### src/include/rssi_pkg.sv
// Package of constants and types for the repeater system status indicator.
package rssi_pkg;

    // Core clock rate and flash timing.
    localparam int CLK_KHZ = 200000;
    localparam int FLASH_HALF_MS = 250;
    localparam int FLASH_W = 26;
    localparam logic [FLASH_W-1:0] FLASH_HALF_CYC =
        FLASH_W'(FLASH_HALF_MS * (CLK_KHZ / 1000) * 1000);

    // Register bus geometry.
    localparam int ADDR_W = 8;
    localparam int DATA_W = 32;
    localparam logic [1:0] RESP_OKAY = 2'h0;
    localparam logic [1:0] RESP_SLVERR = 2'h2;

    // Register byte offsets.
    localparam logic [ADDR_W-1:0] OFS_CTRL = 8'h00;
    localparam logic [ADDR_W-1:0] OFS_STATUS = 8'h04;
    localparam logic [ADDR_W-1:0] OFS_INT_STAT = 8'h08;
    localparam logic [ADDR_W-1:0] OFS_INT_EN = 8'h0C;
    localparam logic [ADDR_W-1:0] OFS_INT_CLR = 8'h10;

    // Control register fields and reset value.
    localparam int CTRL_RING2_BIT = 0;
    localparam int CTRL_RING3_BIT = 1;
    localparam int CTRL_LIMIT_LSB = 8;
    localparam int LIMIT_W = 8;
    localparam logic [DATA_W-1:0] CTRL_RST = 32'h00007E00;
    localparam logic [DATA_W-1:0] CTRL_MASK = 32'h0000FF03;

    // Status register fields.
    localparam int STAT_STATE_LSB = 0;
    localparam int STAT_RATE_BIT = 2;
    localparam int STAT_RELAY_BIT = 3;
    localparam int STAT_SUPA_BIT = 4;
    localparam int STAT_SUPB_BIT = 5;

    // Interrupt event bits.
    localparam int INT_W = 3;
    localparam int EV_RATE_BIT = 0;
    localparam int EV_FAULT_BIT = 1;
    localparam int EV_ALT_BIT = 2;
    localparam logic [INT_W-1:0] INT_RST = 3'h0;

    // System indicator states, in order of rising priority reversed.
    typedef enum logic [1:0] {
        ST_DARK = 2'b00,
        ST_RED = 2'b01,
        ST_ALT = 2'b10,
        ST_GREEN = 2'b11
    } rssi_led_t;

endpackage

### src/hdl/rssi_top.sv
// System indicator and fault relay logic of the repeater, with its register file.
//
// Operation
// - Rate detected and supply healthy: steady green, relay closed.
// - Once rate detected, it stays detected until power is removed.
// - Rate undetected: flash red, relay stays closed.
// - No sending partner or invalid rate keeps rate undetected.
// - Token frames alone never complete rate detection.
// - A second active station's frame completes detection, ending red flashing.
// - Rate known but slot time undetermined: alternate red and green.
// - Ring mode on only one optical channel: alternate red and green.
// - Slot time too short: alternate red and green, relay closed.
// - Supply failure, miswiring or internal defect: indicator dark, relay open.
// - Supply counts as failed only when both sources are lost.
// - Relay closed in correct operation, open on error or power loss.
//
// The implementer's own choices: the register offsets and the AXI4-Lite interface to the registers.
`timescale 1ns/1ps
module rssi_top
    import rssi_pkg::*;
#(
    parameter logic [FLASH_W-1:0] FLASH_HALF = FLASH_HALF_CYC
) (
    input wire logic core_clk,
    input wire logic rst_b,
    input wire logic s_axi_awvalid,
    output logic s_axi_awready,
    input wire logic [ADDR_W-1:0] s_axi_awaddr,
    input wire logic s_axi_wvalid,
    output logic s_axi_wready,
    input wire logic [DATA_W-1:0] s_axi_wdata,
    input wire logic [3:0] s_axi_wstrb,
    output logic s_axi_bvalid,
    input wire logic s_axi_bready,
    output logic [1:0] s_axi_bresp,
    input wire logic s_axi_arvalid,
    output logic s_axi_arready,
    input wire logic [ADDR_W-1:0] s_axi_araddr,
    output logic s_axi_rvalid,
    input wire logic s_axi_rready,
    output logic [DATA_W-1:0] s_axi_rdata,
    output logic [1:0] s_axi_rresp,
    input wire logic frame_done,
    input wire logic frame_token,
    input wire logic rate_valid,
    input wire logic partner_ok,
    input wire logic slot_known,
    input wire logic slot_short,
    input wire logic supply_a_ok,
    input wire logic supply_b_ok,
    input wire logic supply_miswire,
    input wire logic dev_defect,
    output logic [LIMIT_W-1:0] highest_station_limit,
    output logic led_green,
    output logic led_red,
    output logic relay_closed,
    output logic irq
);

    logic [3:0] pins_s;
    logic sup_a, sup_b, sup_fault;
    logic wr_en, wr_err, rd_en, rd_err;
    logic [ADDR_W-1:0] wr_addr, rd_addr;
    logic [DATA_W-1:0] wr_data, rd_data;
    logic [3:0] wr_strb;
    logic [DATA_W-1:0] ctrl_r, ctrl_nxt;
    logic [INT_W-1:0] int_stat_r, int_stat_nxt, int_en_r, int_en_nxt;
    logic [INT_W-1:0] int_clr, events;
    logic rate_det_r, rate_det_nxt, rate_hit;
    logic ring_mismatch, alt_cond;
    rssi_led_t state_r, state_nxt;
    logic [FLASH_W-1:0] flash_cnt_r, flash_cnt_nxt;
    logic phase_r, phase_nxt, flash_tick;
    logic green_r, green_nxt, red_r, red_nxt, relay_r, relay_nxt;

    // Merge byte lanes of a write into a stored word.
    function automatic logic [DATA_W-1:0] lane_merge(
        input logic [DATA_W-1:0] old_v,
        input logic [DATA_W-1:0] new_v,
        input logic [3:0] strb
    );
        logic [DATA_W-1:0] res;
        res = old_v;
        for (int i = 0; i < 4; i++) begin
            if (strb[i]) begin
                res[i*8 +: 8] = new_v[i*8 +: 8];
            end
        end
        return res;
    endfunction

    // Supply and defect lines come from outside the clock domain.
    rssi_sync #(
        .W(4)
    ) u_sync (
        .core_clk(core_clk),
        .rst_b(rst_b),
        .async_in({dev_defect, supply_miswire, supply_b_ok, supply_a_ok}),
        .sync_out(pins_s)
    );

    rssi_axil u_axil (
        .core_clk(core_clk),
        .rst_b(rst_b),
        .s_axi_awvalid(s_axi_awvalid),
        .s_axi_awready(s_axi_awready),
        .s_axi_awaddr(s_axi_awaddr),
        .s_axi_wvalid(s_axi_wvalid),
        .s_axi_wready(s_axi_wready),
        .s_axi_wdata(s_axi_wdata),
        .s_axi_wstrb(s_axi_wstrb),
        .s_axi_bvalid(s_axi_bvalid),
        .s_axi_bready(s_axi_bready),
        .s_axi_bresp(s_axi_bresp),
        .s_axi_arvalid(s_axi_arvalid),
        .s_axi_arready(s_axi_arready),
        .s_axi_araddr(s_axi_araddr),
        .s_axi_rvalid(s_axi_rvalid),
        .s_axi_rready(s_axi_rready),
        .s_axi_rdata(s_axi_rdata),
        .s_axi_rresp(s_axi_rresp),
        .wr_en(wr_en),
        .wr_addr(wr_addr),
        .wr_data(wr_data),
        .wr_strb(wr_strb),
        .wr_err(wr_err),
        .rd_en(rd_en),
        .rd_addr(rd_addr),
        .rd_data(rd_data),
        .rd_err(rd_err)
    );

    // A dead supply needs both sources gone; one live input is enough.
    assign sup_a = pins_s[0];
    assign sup_b = pins_s[1];
    assign sup_fault = (!sup_a && !sup_b) || pins_s[2] || pins_s[3];

    // Only a data frame at a valid rate from a sending partner proves the rate,
    // since a lone station passing tokens to itself must not lock it.
    assign rate_hit = frame_done && !frame_token && rate_valid && partner_ok;
    assign ring_mismatch = ctrl_r[CTRL_RING2_BIT] ^ ctrl_r[CTRL_RING3_BIT];
    assign alt_cond = !slot_known || slot_short || ring_mismatch;
    assign highest_station_limit = ctrl_r[CTRL_LIMIT_LSB +: LIMIT_W];
    assign flash_tick = (flash_cnt_r == FLASH_HALF - 1'b1);

    // Indicator state, rate latch, flash divider and output drive.
    always_comb begin
        rate_det_nxt = rate_det_r || rate_hit;
        if (sup_fault) begin
            state_nxt = ST_DARK;
        end else if (!rate_det_r) begin
            state_nxt = ST_RED;
        end else if (alt_cond) begin
            state_nxt = ST_ALT;
        end else begin
            state_nxt = ST_GREEN;
        end
        flash_cnt_nxt = flash_tick ? '0 : flash_cnt_r + 1'b1;
        phase_nxt = flash_tick ? !phase_r : phase_r;
        case (state_nxt)
            ST_DARK: begin
                green_nxt = 1'b0;
                red_nxt = 1'b0;
            end
            ST_RED: begin
                green_nxt = 1'b0;
                red_nxt = phase_nxt;
            end
            ST_ALT: begin
                green_nxt = !phase_nxt;
                red_nxt = phase_nxt;
            end
            default: begin
                green_nxt = 1'b1;
                red_nxt = 1'b0;
            end
        endcase
        relay_nxt = !sup_fault;
    end

    // The relay resets open, matching a repeater without power.
    always_ff @(posedge core_clk or negedge rst_b) begin
        if (!rst_b) begin
            rate_det_r <= 1'b0;
            state_r <= ST_DARK;
            flash_cnt_r <= '0;
            phase_r <= 1'b0;
            green_r <= 1'b0;
            red_r <= 1'b0;
            relay_r <= 1'b0;
        end else begin
            rate_det_r <= rate_det_nxt;
            state_r <= state_nxt;
            flash_cnt_r <= flash_cnt_nxt;
            phase_r <= phase_nxt;
            green_r <= green_nxt;
            red_r <= red_nxt;
            relay_r <= relay_nxt;
        end
    end

    assign led_green = green_r;
    assign led_red = red_r;
    assign relay_closed = relay_r;

    // Events: rate locked, relay opened, alternating entered.
    always_comb begin
        events = '0;
        events[EV_RATE_BIT] = rate_det_nxt && !rate_det_r;
        events[EV_FAULT_BIT] = relay_r && !relay_nxt;
        events[EV_ALT_BIT] = (state_nxt == ST_ALT) && (state_r != ST_ALT);
    end

    // Register writes; a new event wins over a clear in the same cycle.
    always_comb begin
        ctrl_nxt = ctrl_r;
        int_en_nxt = int_en_r;
        int_clr = '0;
        wr_err = 1'b0;
        if (!wr_en) begin
            wr_err = 1'b0;
        end else if (wr_addr == OFS_CTRL) begin
            ctrl_nxt = lane_merge(ctrl_r, wr_data, wr_strb) & CTRL_MASK;
        end else if (wr_addr == OFS_INT_EN) begin
            int_en_nxt = INT_W'(lane_merge(DATA_W'(int_en_r), wr_data, wr_strb));
        end else if (wr_addr == OFS_INT_CLR) begin
            int_clr = INT_W'(lane_merge('0, wr_data, wr_strb));
        end else if (wr_addr == OFS_STATUS || wr_addr == OFS_INT_STAT) begin
            wr_err = 1'b0;
        end else begin
            wr_err = 1'b1;
        end
        int_stat_nxt = (int_stat_r & ~int_clr) | events;
    end

    always_ff @(posedge core_clk or negedge rst_b) begin
        if (!rst_b) begin
            ctrl_r <= CTRL_RST;
            int_en_r <= INT_RST;
            int_stat_r <= INT_RST;
        end else begin
            ctrl_r <= ctrl_nxt;
            int_en_r <= int_en_nxt;
            int_stat_r <= int_stat_nxt;
        end
    end

    assign irq = |(int_stat_r & int_en_r);

    // Read multiplexer; the clear register reads as zero.
    always_comb begin
        rd_data = '0;
        rd_err = 1'b0;
        if (!rd_en) begin
            rd_err = 1'b0;
        end else if (rd_addr == OFS_CTRL) begin
            rd_data = ctrl_r;
        end else if (rd_addr == OFS_STATUS) begin
            rd_data[STAT_STATE_LSB +: 2] = state_r;
            rd_data[STAT_RATE_BIT] = rate_det_r;
            rd_data[STAT_RELAY_BIT] = relay_r;
            rd_data[STAT_SUPA_BIT] = sup_a;
            rd_data[STAT_SUPB_BIT] = sup_b;
        end else if (rd_addr == OFS_INT_STAT) begin
            rd_data[INT_W-1:0] = int_stat_r;
        end else if (rd_addr == OFS_INT_EN) begin
            rd_data[INT_W-1:0] = int_en_r;
        end else if (rd_addr == OFS_INT_CLR) begin
            rd_err = 1'b0;
        end else begin
            rd_err = 1'b1;
        end
    end

    chk_green_steady: assert property (@(posedge core_clk) disable iff (!rst_b)
        state_r == ST_GREEN |-> led_green && !led_red && relay_closed)
        else $error("green state without steady green and closed relay");

    chk_rate_sticky: assert property (@(posedge core_clk) disable iff (!rst_b)
        rate_det_r |=> rate_det_r)
        else $error("detected rate was forgotten");

    chk_red_flash: assert property (@(posedge core_clk) disable iff (!rst_b)
        !rate_det_r && !sup_fault |=> state_r == ST_RED && !led_green && relay_closed)
        else $error("undetected rate did not give red flashing");

    chk_token_only: assert property (@(posedge core_clk) disable iff (!rst_b)
        !rate_det_r && (frame_token || !partner_ok || !rate_valid) |=> !rate_det_r)
        else $error("rate locked without a valid data frame");

    chk_rate_lock: assert property (@(posedge core_clk) disable iff (!rst_b)
        frame_done && !frame_token && rate_valid && partner_ok
        |=> rate_det_r ##1 rate_det_r)
        else $error("data frame did not lock the rate");

    chk_alt_cause: assert property (@(posedge core_clk) disable iff (!rst_b)
        rate_det_r && !sup_fault && (ring_mismatch || !slot_known || slot_short)
        |=> state_r == ST_ALT && relay_closed)
        else $error("alternating state missed");

    chk_alt_toggle: assert property (@(posedge core_clk) disable iff (!rst_b)
        state_r == ST_ALT && $past(state_r) == ST_ALT && $past(flash_tick)
        |-> led_red != $past(led_red) && led_red != led_green)
        else $error("alternating indicator did not swap");

    chk_dark_fault: assert property (@(posedge core_clk) disable iff (!rst_b)
        sup_fault |=> !led_green && !led_red && !relay_closed)
        else $error("supply fault did not darken and open relay");

    chk_one_supply: assert property (@(posedge core_clk) disable iff (!rst_b)
        (sup_a ^ sup_b) && !pins_s[2] && !pins_s[3] |=> relay_closed [*1])
        else $error("one live supply treated as total failure");

    chk_irq_level: assert property (@(posedge core_clk) disable iff (!rst_b)
        events[EV_RATE_BIT] && int_en_r[EV_RATE_BIT] && !wr_en |=> irq)
        else $error("enabled event did not raise the interrupt");

endmodule // rssi_top

### src/hdl/rssi_sync.sv
// Two-stage synchroniser for a group of asynchronous level inputs.
`timescale 1ns/1ps
module rssi_sync #(
    parameter int W = 4
) (
    input wire logic core_clk,
    input wire logic rst_b,
    input wire logic [W-1:0] async_in,
    output logic [W-1:0] sync_out
);

    logic [W-1:0] meta_r;
    logic [W-1:0] sync_r;

    // Only the second stage is read outside this module.
    always_ff @(posedge core_clk or negedge rst_b) begin
        if (!rst_b) begin
            meta_r <= '0;
            sync_r <= '0;
        end else begin
            meta_r <= async_in;
            sync_r <= meta_r;
        end
    end

    assign sync_out = sync_r;

endmodule // rssi_sync

### src/hdl/rssi_axil.sv
// AXI4-Lite slave front end that turns bus transfers into register strobes.
`timescale 1ns/1ps
module rssi_axil
    import rssi_pkg::*;
(
    input wire logic core_clk,
    input wire logic rst_b,
    input wire logic s_axi_awvalid,
    output logic s_axi_awready,
    input wire logic [ADDR_W-1:0] s_axi_awaddr,
    input wire logic s_axi_wvalid,
    output logic s_axi_wready,
    input wire logic [DATA_W-1:0] s_axi_wdata,
    input wire logic [3:0] s_axi_wstrb,
    output logic s_axi_bvalid,
    input wire logic s_axi_bready,
    output logic [1:0] s_axi_bresp,
    input wire logic s_axi_arvalid,
    output logic s_axi_arready,
    input wire logic [ADDR_W-1:0] s_axi_araddr,
    output logic s_axi_rvalid,
    input wire logic s_axi_rready,
    output logic [DATA_W-1:0] s_axi_rdata,
    output logic [1:0] s_axi_rresp,
    output logic wr_en,
    output logic [ADDR_W-1:0] wr_addr,
    output logic [DATA_W-1:0] wr_data,
    output logic [3:0] wr_strb,
    input wire logic wr_err,
    output logic rd_en,
    output logic [ADDR_W-1:0] rd_addr,
    input wire logic [DATA_W-1:0] rd_data,
    input wire logic rd_err
);

    logic aw_hold_r, aw_hold_nxt, w_hold_r, w_hold_nxt;
    logic [ADDR_W-1:0] aw_addr_r, aw_addr_nxt;
    logic [DATA_W-1:0] w_data_r, w_data_nxt;
    logic [3:0] w_strb_r, w_strb_nxt;
    logic bvalid_r, bvalid_nxt, rvalid_r, rvalid_nxt;
    logic [1:0] bresp_r, bresp_nxt, rresp_r, rresp_nxt;
    logic [DATA_W-1:0] rdata_r, rdata_nxt;

    // Address and data are caught separately, so either may come first.
    assign s_axi_awready = !aw_hold_r && !bvalid_r;
    assign s_axi_wready = !w_hold_r && !bvalid_r;
    assign wr_en = aw_hold_r && w_hold_r && !bvalid_r;
    assign wr_addr = aw_addr_r;
    assign wr_data = w_data_r;
    assign wr_strb = w_strb_r;
    assign rd_en = s_axi_arvalid && !rvalid_r;
    assign rd_addr = s_axi_araddr;
    assign s_axi_arready = !rvalid_r;
    assign s_axi_bvalid = bvalid_r;
    assign s_axi_bresp = bresp_r;
    assign s_axi_rvalid = rvalid_r;
    assign s_axi_rdata = rdata_r;
    assign s_axi_rresp = rresp_r;

    // Next state of both channels; the response holds until taken.
    always_comb begin
        aw_hold_nxt = aw_hold_r;
        aw_addr_nxt = aw_addr_r;
        w_hold_nxt = w_hold_r;
        w_data_nxt = w_data_r;
        w_strb_nxt = w_strb_r;
        bvalid_nxt = bvalid_r;
        bresp_nxt = bresp_r;
        rvalid_nxt = rvalid_r;
        rresp_nxt = rresp_r;
        rdata_nxt = rdata_r;
        if (s_axi_awvalid && s_axi_awready) begin
            aw_hold_nxt = 1'b1;
            aw_addr_nxt = s_axi_awaddr;
        end
        if (s_axi_wvalid && s_axi_wready) begin
            w_hold_nxt = 1'b1;
            w_data_nxt = s_axi_wdata;
            w_strb_nxt = s_axi_wstrb;
        end
        if (wr_en) begin
            aw_hold_nxt = 1'b0;
            w_hold_nxt = 1'b0;
            bvalid_nxt = 1'b1;
            bresp_nxt = wr_err ? RESP_SLVERR : RESP_OKAY;
        end else if (bvalid_r && s_axi_bready) begin
            bvalid_nxt = 1'b0;
        end
        if (rd_en) begin
            rvalid_nxt = 1'b1;
            rdata_nxt = rd_data;
            rresp_nxt = rd_err ? RESP_SLVERR : RESP_OKAY;
        end else if (rvalid_r && s_axi_rready) begin
            rvalid_nxt = 1'b0;
        end
    end

    // Channel registers.
    always_ff @(posedge core_clk or negedge rst_b) begin
        if (!rst_b) begin
            aw_hold_r <= 1'b0;
            aw_addr_r <= '0;
            w_hold_r <= 1'b0;
            w_data_r <= '0;
            w_strb_r <= 4'h0;
            bvalid_r <= 1'b0;
            bresp_r <= RESP_OKAY;
            rvalid_r <= 1'b0;
            rresp_r <= RESP_OKAY;
            rdata_r <= '0;
        end else begin
            aw_hold_r <= aw_hold_nxt;
            aw_addr_r <= aw_addr_nxt;
            w_hold_r <= w_hold_nxt;
            w_data_r <= w_data_nxt;
            w_strb_r <= w_strb_nxt;
            bvalid_r <= bvalid_nxt;
            bresp_r <= bresp_nxt;
            rvalid_r <= rvalid_nxt;
            rresp_r <= rresp_nxt;
            rdata_r <= rdata_nxt;
        end
    end

endmodule // rssi_axil

### config.mk
export PLATFORM = sky130hd
export DESIGN_NAME = rssi_top
export DESIGN_NICKNAME = d
export VERILOG_FILES = /design/src/include/rssi_pkg.sv /design/src/hdl/rssi_top.sv /design/src/hdl/rssi_sync.sv /design/src/hdl/rssi_axil.sv
export SDC_FILE = /design/constraint.sdc
export NUM_CORES = 1
export LEC_CHECK = 0
export ABC_AREA = 1
export BUFFER_PORTS_ARGS = -buffer_cell sky130_fd_sc_hd__buf_4
export CAP_MARGIN = 20
export CORE_ASPECT_RATIO = 1.1
export CORE_MARGIN = 1
export CORE_UTILIZATION = 45
export CTS_CLUSTER_DIAMETER = 60
export DETAILED_ROUTE_END_ITERATION = 10
export GPL_TIMING_DRIVEN = 0
export PLACE_DENSITY = 0.69
export SLEW_MARGIN = 20
export SYNTH_ARGS = -nofsm -noshare
export SYNTH_HDL_FRONTEND = slang
export SYNTH_SLANG_ARGS = --single-unit
### constraint.sdc
create_clock -name core_clk -period 3.53 [get_ports core_clk]
set_clock_uncertainty 0.05 [all_clocks]
set_input_delay 0.706 -clock core_clk [delete_from_list [all_inputs] [get_ports core_clk]]
set_output_delay 0.706 -clock core_clk [all_outputs]
set_load 0.01 [all_outputs]
==> impl_metrics.yaml, run 1 <==
synthesis:
  synth-edff-count: 0
  synth_area_sq_mm: 0.00472
  synthTopCellsByArea: "dfrtp_1 (49%), nand2_1 (12%), nor2_1 (6.8%)"
  ys.warnings.count: 0
  yosysTopAreaCell: "dfrtp_1"
  ys_ff_latch: 98
  ys_async_sr_fraction_pct: 100
  synth_top_area_share_pct: 48.7
  netlist_instances: 567
  postSynthAreaPerCell_sq_um: 8.33
  synth.distinct_cells: 31
  synth_flop_cell: "dfrtp_1"
  yosysSeqAreaShare_pct: 52.1
final_layout:
  antenna_cells: 0
  final_cell_mix: "nand2_1 (145), buf_4 (105), dfrtp_1 (92)"
  layout_commonest_cell: "nand2_1"
  final_core_util_pct: 57.3
  final_area_sq_mm: 0.00575
  syn2layout_area_growth_pct: 21.8
  nNetsFinal: 747
  final_layout_size_suffix_gt1_share_pct: 24.0
setup_path:
  r2r_setup_slack_ps: 1670
  endpoint: "s_axi_wready"
  critPathArrivalTime_ps: 1140
  r2r-start: "flash_cnt_r[0]"
  endpoint_kind: "primary output"
  cp-start-kind: "register"
  cp.required_ps: 2770
  crit_start: "u_axil.s_axi_bvalid"
  r2r_end: "flash_cnt_r[20]"
  worstPathMaxFanout: 5
  rr_worst_depth: 9
  path_class: "register to primary output"
routing:
  vias: 3708
  ant_nets: 0
  post_drt_wl_per_cell_microns: 11.5
  drt-vias-per-instance: 4.52
  drc: 0
  drt-total-wl_mm: 9.46
  drtPass1Iterations: 4
  drt_iter0_drc: 216
grt:
  grt_usage_pct: 18.5
  grt_first_pass_wirelength_mm: 15.6
  overflow: 0
  first_global_vias: 3431
  antenna_found_initial: 0
  grt_max_degree: 99
placement:
  gp_congestion: 0.899
  detailed_place_hpwl_mm: 7.10
  portBuffers: 78
  place_area_sq_mm: 0.00556
clock_network:
  cts_setup_buffers: 0
  clkSinkCount: 98
  cts_buffers: 9
  cts_tree: "done"
  clk_path_buf_depth: 2
  hold_buffers: 0
  cts_root_buffer: "clkbuf_8"
  clk_pin_slew_ps: 90
  htree_levels: 3
  cts_resized: 0
  clock_latency_ps: 370
timing:
  setup_violations: 0
  finalCriticalPeriod_ps: 1900
  tightest_slew_ps: 866
  relSlewSlack_pct: 42.3
  hold_violations: 0
  clock.fmax_mhz: 526
  drv_slew: 0
  period_share_pct: 53.8
  grt_setup_unrepaired: "false"
  fin_setup_tns_ps: 0
die:
  coreArea_sq_mm: 0.0100
  ioPinCount: 122
  chipWidth_microns: 99.7
  floorplan.initialDensity_pct: 47.1
  num_rows: 38
  die_area_sq_mm: 0.0109
  die_y_microns: 109
min_path:
  hp-start: "u_sync.meta_r[3]"
  hold_class: "register to register"
pwr:
  ir_drop_mv: 0.388
  power_leakage_nw: 2.91
  cellPowerDensity_mw_per_mm2: 450
flow_run:
  drv_cap: 0
status:
  status: "finished clean"
## worst min path at each step
stage	end	slack, ps	cells after the start
6_report	u_sync.sync_out[3]	300	0
5_1_grt	u_sync.sync_out[3]	310	0
4_1_cts	u_sync.sync_out[3]	310	0
3_5_place_dp	u_sync.sync_out[3]	290	0
3_3_place_gp	u_sync.sync_out[0]	290	0
2_1_floorplan	u_sync.sync_out[0]	280	0
## report_power, final
group	internal (mW)	switching (mW)	total [mW]
registers	1.28	0.0743	1.35
logic	0.213	0.302	0.515
clock network	0.334	0.390	0.723
total	1.82	0.766	2.59
## cell usage after synthesis, types with 5 or more instances
library cell / number
nor2_1: 85
nand3_1: 35
inv_1: 63
dfstp_2: 6
nand2_1: 145
o21ai_2: 7
dfrtp_1: 92
xor2_1: 11
o21ai_0: 23
nor3_1: 7
a21oi_1: 19
xnor2_1: 5
buf_4: 28
## cells by family after synthesis
group,share of synthesized area (%)
xor gates and xnor gates,2.97
buffers and inverters,10.9
adders and majority gates,0.795
AOI/OAI and AO/OA,5.75
and+or+nand+nor,26.5
other,0.0794
muxes,0.953
DFF,52.1
## state kept, by name (all words and copies together), names as in the netlist, 2 cells and up
name	flops
u_axil.wr_strb	2
int_stat_r	3
u_sync.sync_out	4
int_en_r	3
u_axil.wr_data	11
u_axil.wr_addr	8
u_axil.s_axi_rdata	14
u_sync.meta_r	4
flash_cnt_r	26
ctrl_r	10
state_r	2
## final cells by class
| class | instances | area, sq um |
|---|---|---|
| multi-input cells | 386 | 1820 |
| well taps | 140 | 175 |
| clock inverters | 5 | 61.3 |
| repair buffers | 78 | 589 |
| clock buffers | 11 | 131 |
| inverters | 66 | 253 |
| flip-flops and latches | 98 | 2460 |
| plain buffers | 36 | 260 |
| fillers | 917 | 4280 |
## metrics by stage
stage | cells | worst slack (ps) | total power, mW | hold WS (ps)
2_1_floorplan | 586 | 1830 | 1.69 | 281
3_3_place_gp | 804 | 1500 | 1.87 | 287
3_5_place_dp | 804 | 1420 | 1.89 | 289
4_1_cts | 820 | 1610 | 2.62 | 308
5_1_grt | 820 | 1500 | 2.74 | 314
6_report | 820 | 1630 | 2.59 | 305
## layer usage
| layer | part of all wire, % | routed length [microns] | track usage (%) | vias to the layer above |
|---|---|---|---|---|
| met5 | 0 | 0 | 0 | - |
| met3 | 4.5 | 422 | 4.26 | 10 |
| met4 | 1.4 | 129 | 6.83 | 0 |
| met1 | 47 | 4430 | 24.7 | 1687 |
| li1 | - | - | - | 1918 |
| met2 | 47 | 4480 | 29.5 | 93 |
## worst max-delay path, stage by stage, from the launching register on
cell and delay (ps):
dfrtp_1 460, nor2_1 160, buf_4 140
Note: power is estimated with default switching activity, not from simulation.
==> run 2: changes to the inputs <==
ABC_AREA = 0   (was 1)
PLACE_DENSITY = 0.72   (was 0.69)
clock period = 1.57 ns   (was 3.53 ns; I/O delays follow)
==> impl_metrics.yaml, run 2 <==
routing:
  vias: 3317
  post_drt_wl_per_cell_microns: 15.4
  drc: 0
  drtPass1Iterations: 4
  drt-vias-per-instance: 5.10
  drt_iter0_drc: 85
  ant_nets: 0
  drt-total-wl_mm: 10.0
final_layout:
  regMostFlops: "flash_cnt_r"
  largest_register_ffs: 26
  final_layout_size_suffix_gt1_share_pct: 53.1
  final_cells: 650
  final_core_util_pct: 66.4
  final_cell_mix: "buf_4 (136), dfrtp_1 (82), mux2_2 (37)"
  layout_commonest_cell: "buf_4"
  nFillCells: 668
  syn2layout_area_growth_pct: 43.0
  nNetsFinal: 600
  antenna_cells: 0
synthesis:
  yosysSeqAreaShare_pct: 56.3
  synth_top_area_share_pct: 52.7
  synth_area_sq_mm: 0.00437
  ys.warnings.count: 0
  ys_async_sr_fraction_pct: 100
  synth_most_common_cell: "dfrtp_1"
  synth.distinct_cells: 43
  synthTopCellsByArea: "dfrtp_1 (53%), mux2_2 (9.5%), buf_4 (4.8%)"
  synthTopCellsByCount: "dfrtp_1 (92), mux2_2 (37), nand2_1 (31)"
  netlist_instances: 374
  synth_flop_cell: "dfrtp_1"
  postSynthAreaPerCell_sq_um: 11.7
  ys_ff_latch: 98
  yosysTopAreaCell: "dfrtp_1"
  synth-edff-count: 0
grt:
  overflow: 0
  first_global_vias: 3264
  grt_max_degree: 99
  grt_usage_pct: 20.1
  grt_first_pass_wirelength_mm: 15.4
  antenna_found_initial: 0
timing:
  finalCriticalPeriod_ps: 1950
  hold_slack_ps: -34.7
  drv_slew: 0
  hold_violations: 25
  grt_setup_unrepaired: "true"
  period_share_pct: 124
  clock.fmax_mhz: 512
  tightest_slew_ps: 871
  setup_violations: 41
  layout_setup_ws_ps: -382
  relSlewSlack_pct: 41.9
setup_path:
  endpoint_kind: "register"
  crit_chain: "or4_4, nor4_4, buf_4, nand3_4, mux2_2"
  path_class: "register to register"
  critPathMaxStageDelay_ps: 570
  cpMaxStageDelayCell: "or4_4"
  rr_worst_depth: 5
  critPathArrivalTime_ps: 2150
  cp-start-kind: "register"
  cp.required_ps: 1770
  worstPathMaxFanout: 8
die:
  num_rows: 37
  floorplan.initialDensity_pct: 46.5
  die_y_microns: 105
  die_area_sq_mm: 0.0101
  chipWidth_microns: 95.9
  ioPinCount: 122
  coreArea_sq_mm: 0.00940
clock_network:
  cts_root_buffer: "clkbuf_8"
  clk_path_buf_depth: 2
  cts_tree: "done"
  clkSinkCount: 98
  htree_levels: 3
  clk_pin_slew_ps: 100
  clock_latency_ps: 360
  cts_buffers: 9
pwr:
  p_total_mw: 6.68
  ir_drop_mv: 0.570
  cellPowerDensity_mw_per_mm2: 1070
  power_leakage_nw: 2.90
placement:
  gp_congestion: 0.784
  dp.cells: 588
  pre_cts_ws_ps: -445
  detailed_place_hpwl_mm: 6.27
  portBuffers: 78
status:
  status: "complete, but fails checks"
  violations: "hold timing, setup timing"
flow_run:
  drv_cap: 0
min_path:
  hold_class: "input pin to asynchronous set/reset pin"
[run 2: worst max-delay path: cells and delay by family, from the launching register on]
| kind | cells | cell delay (ps) |
|---|---|---|
| buffers and inverters | 1 | 180 |
| DFF | 1 | 390 |
| muxes | 1 | 310 |
| and+or+nand+nor | 3 | 910 |
[run 2: what timing repair did]
action	4_1_cts	5_1_grt
cloned	2	0
buffers inserted	31	11
pin swaps	28	17
resized for setup	45	35
hold buffers	4	0
endpoints found under the setup margin	47	61
endpoints found under the hold margin	4	0
[run 2: kinds of logic after synthesis]
family / count (synthesis) / synth area share, %
and+or+nand+nor: 119 / 15.0
DFF: 98 / 56.3
buffers and inverters: 48 / 6.71
AOI/OAI and AO/OA: 45 / 6.68
muxes: 42 / 10.7
xor gates and xnor gates: 18 / 3.61
adders and majority gates: 3 / 0.860
other: 1 / 0.0859
[run 2: path summary, 6_finish.rpt]
kind	startpoint	end	slack (ps)
max	u_axil.wr_addr[0]	ctrl_r[15]	-380
min	rst_b	u_sync.sync_out[2]	-30
max reg2reg	u_axil.wr_addr[0]	ctrl_r[15]	-380
min reg2reg	u_sync.meta_r[3]	u_sync.sync_out[3]	310
max in group asynchronous	rst_b	flash_cnt_r[5]	840
min in group core_clk	s_axi_bready	u_axil.s_axi_bvalid	70
[run 2: stage by stage]
step	instance area, sq um	setup TNS (ps)
final	6240	-9490
after CTS	6060	-8780
after detailed placement	5340	-14500
after floorplan	4600	-4320
after global routing	6240	-12490
after global placement	5330	-13380
[run 2: routing by layer]
layer / global-route usage [%] / up-vias / routed length (microns)
met2: 33.9 / 84 / 5240
li1: - / 1590 / -
met3: 4.04 / 15 / 401
met4: 7.25 / 0 / 141
met1: 25.4 / 1628 / 4230
met5: 0 / - / 0
[run 2: layout make-up]
cell class	instances	area (sq um)	share of cell area, %
Multi-Input combinational cell	247	2020	32.4
Timing Repair Buffer	126	1010	16.2
Clock inverter	6	115	1.84
Clock buffer	10	128	2.04
Tap cell	117	146	2.34
Sequential cell	98	2470	39.6
Inverter	10	37.5	0.601
Buffer	36	307	4.91
[run 2: where the power goes]
part	internal [mW]	switching, mW	total (mW)
sequential	2.95	0.311	3.26
clock	1.07	0.877	1.94
combinational	0.881	0.595	1.48
total	4.90	1.78	6.68
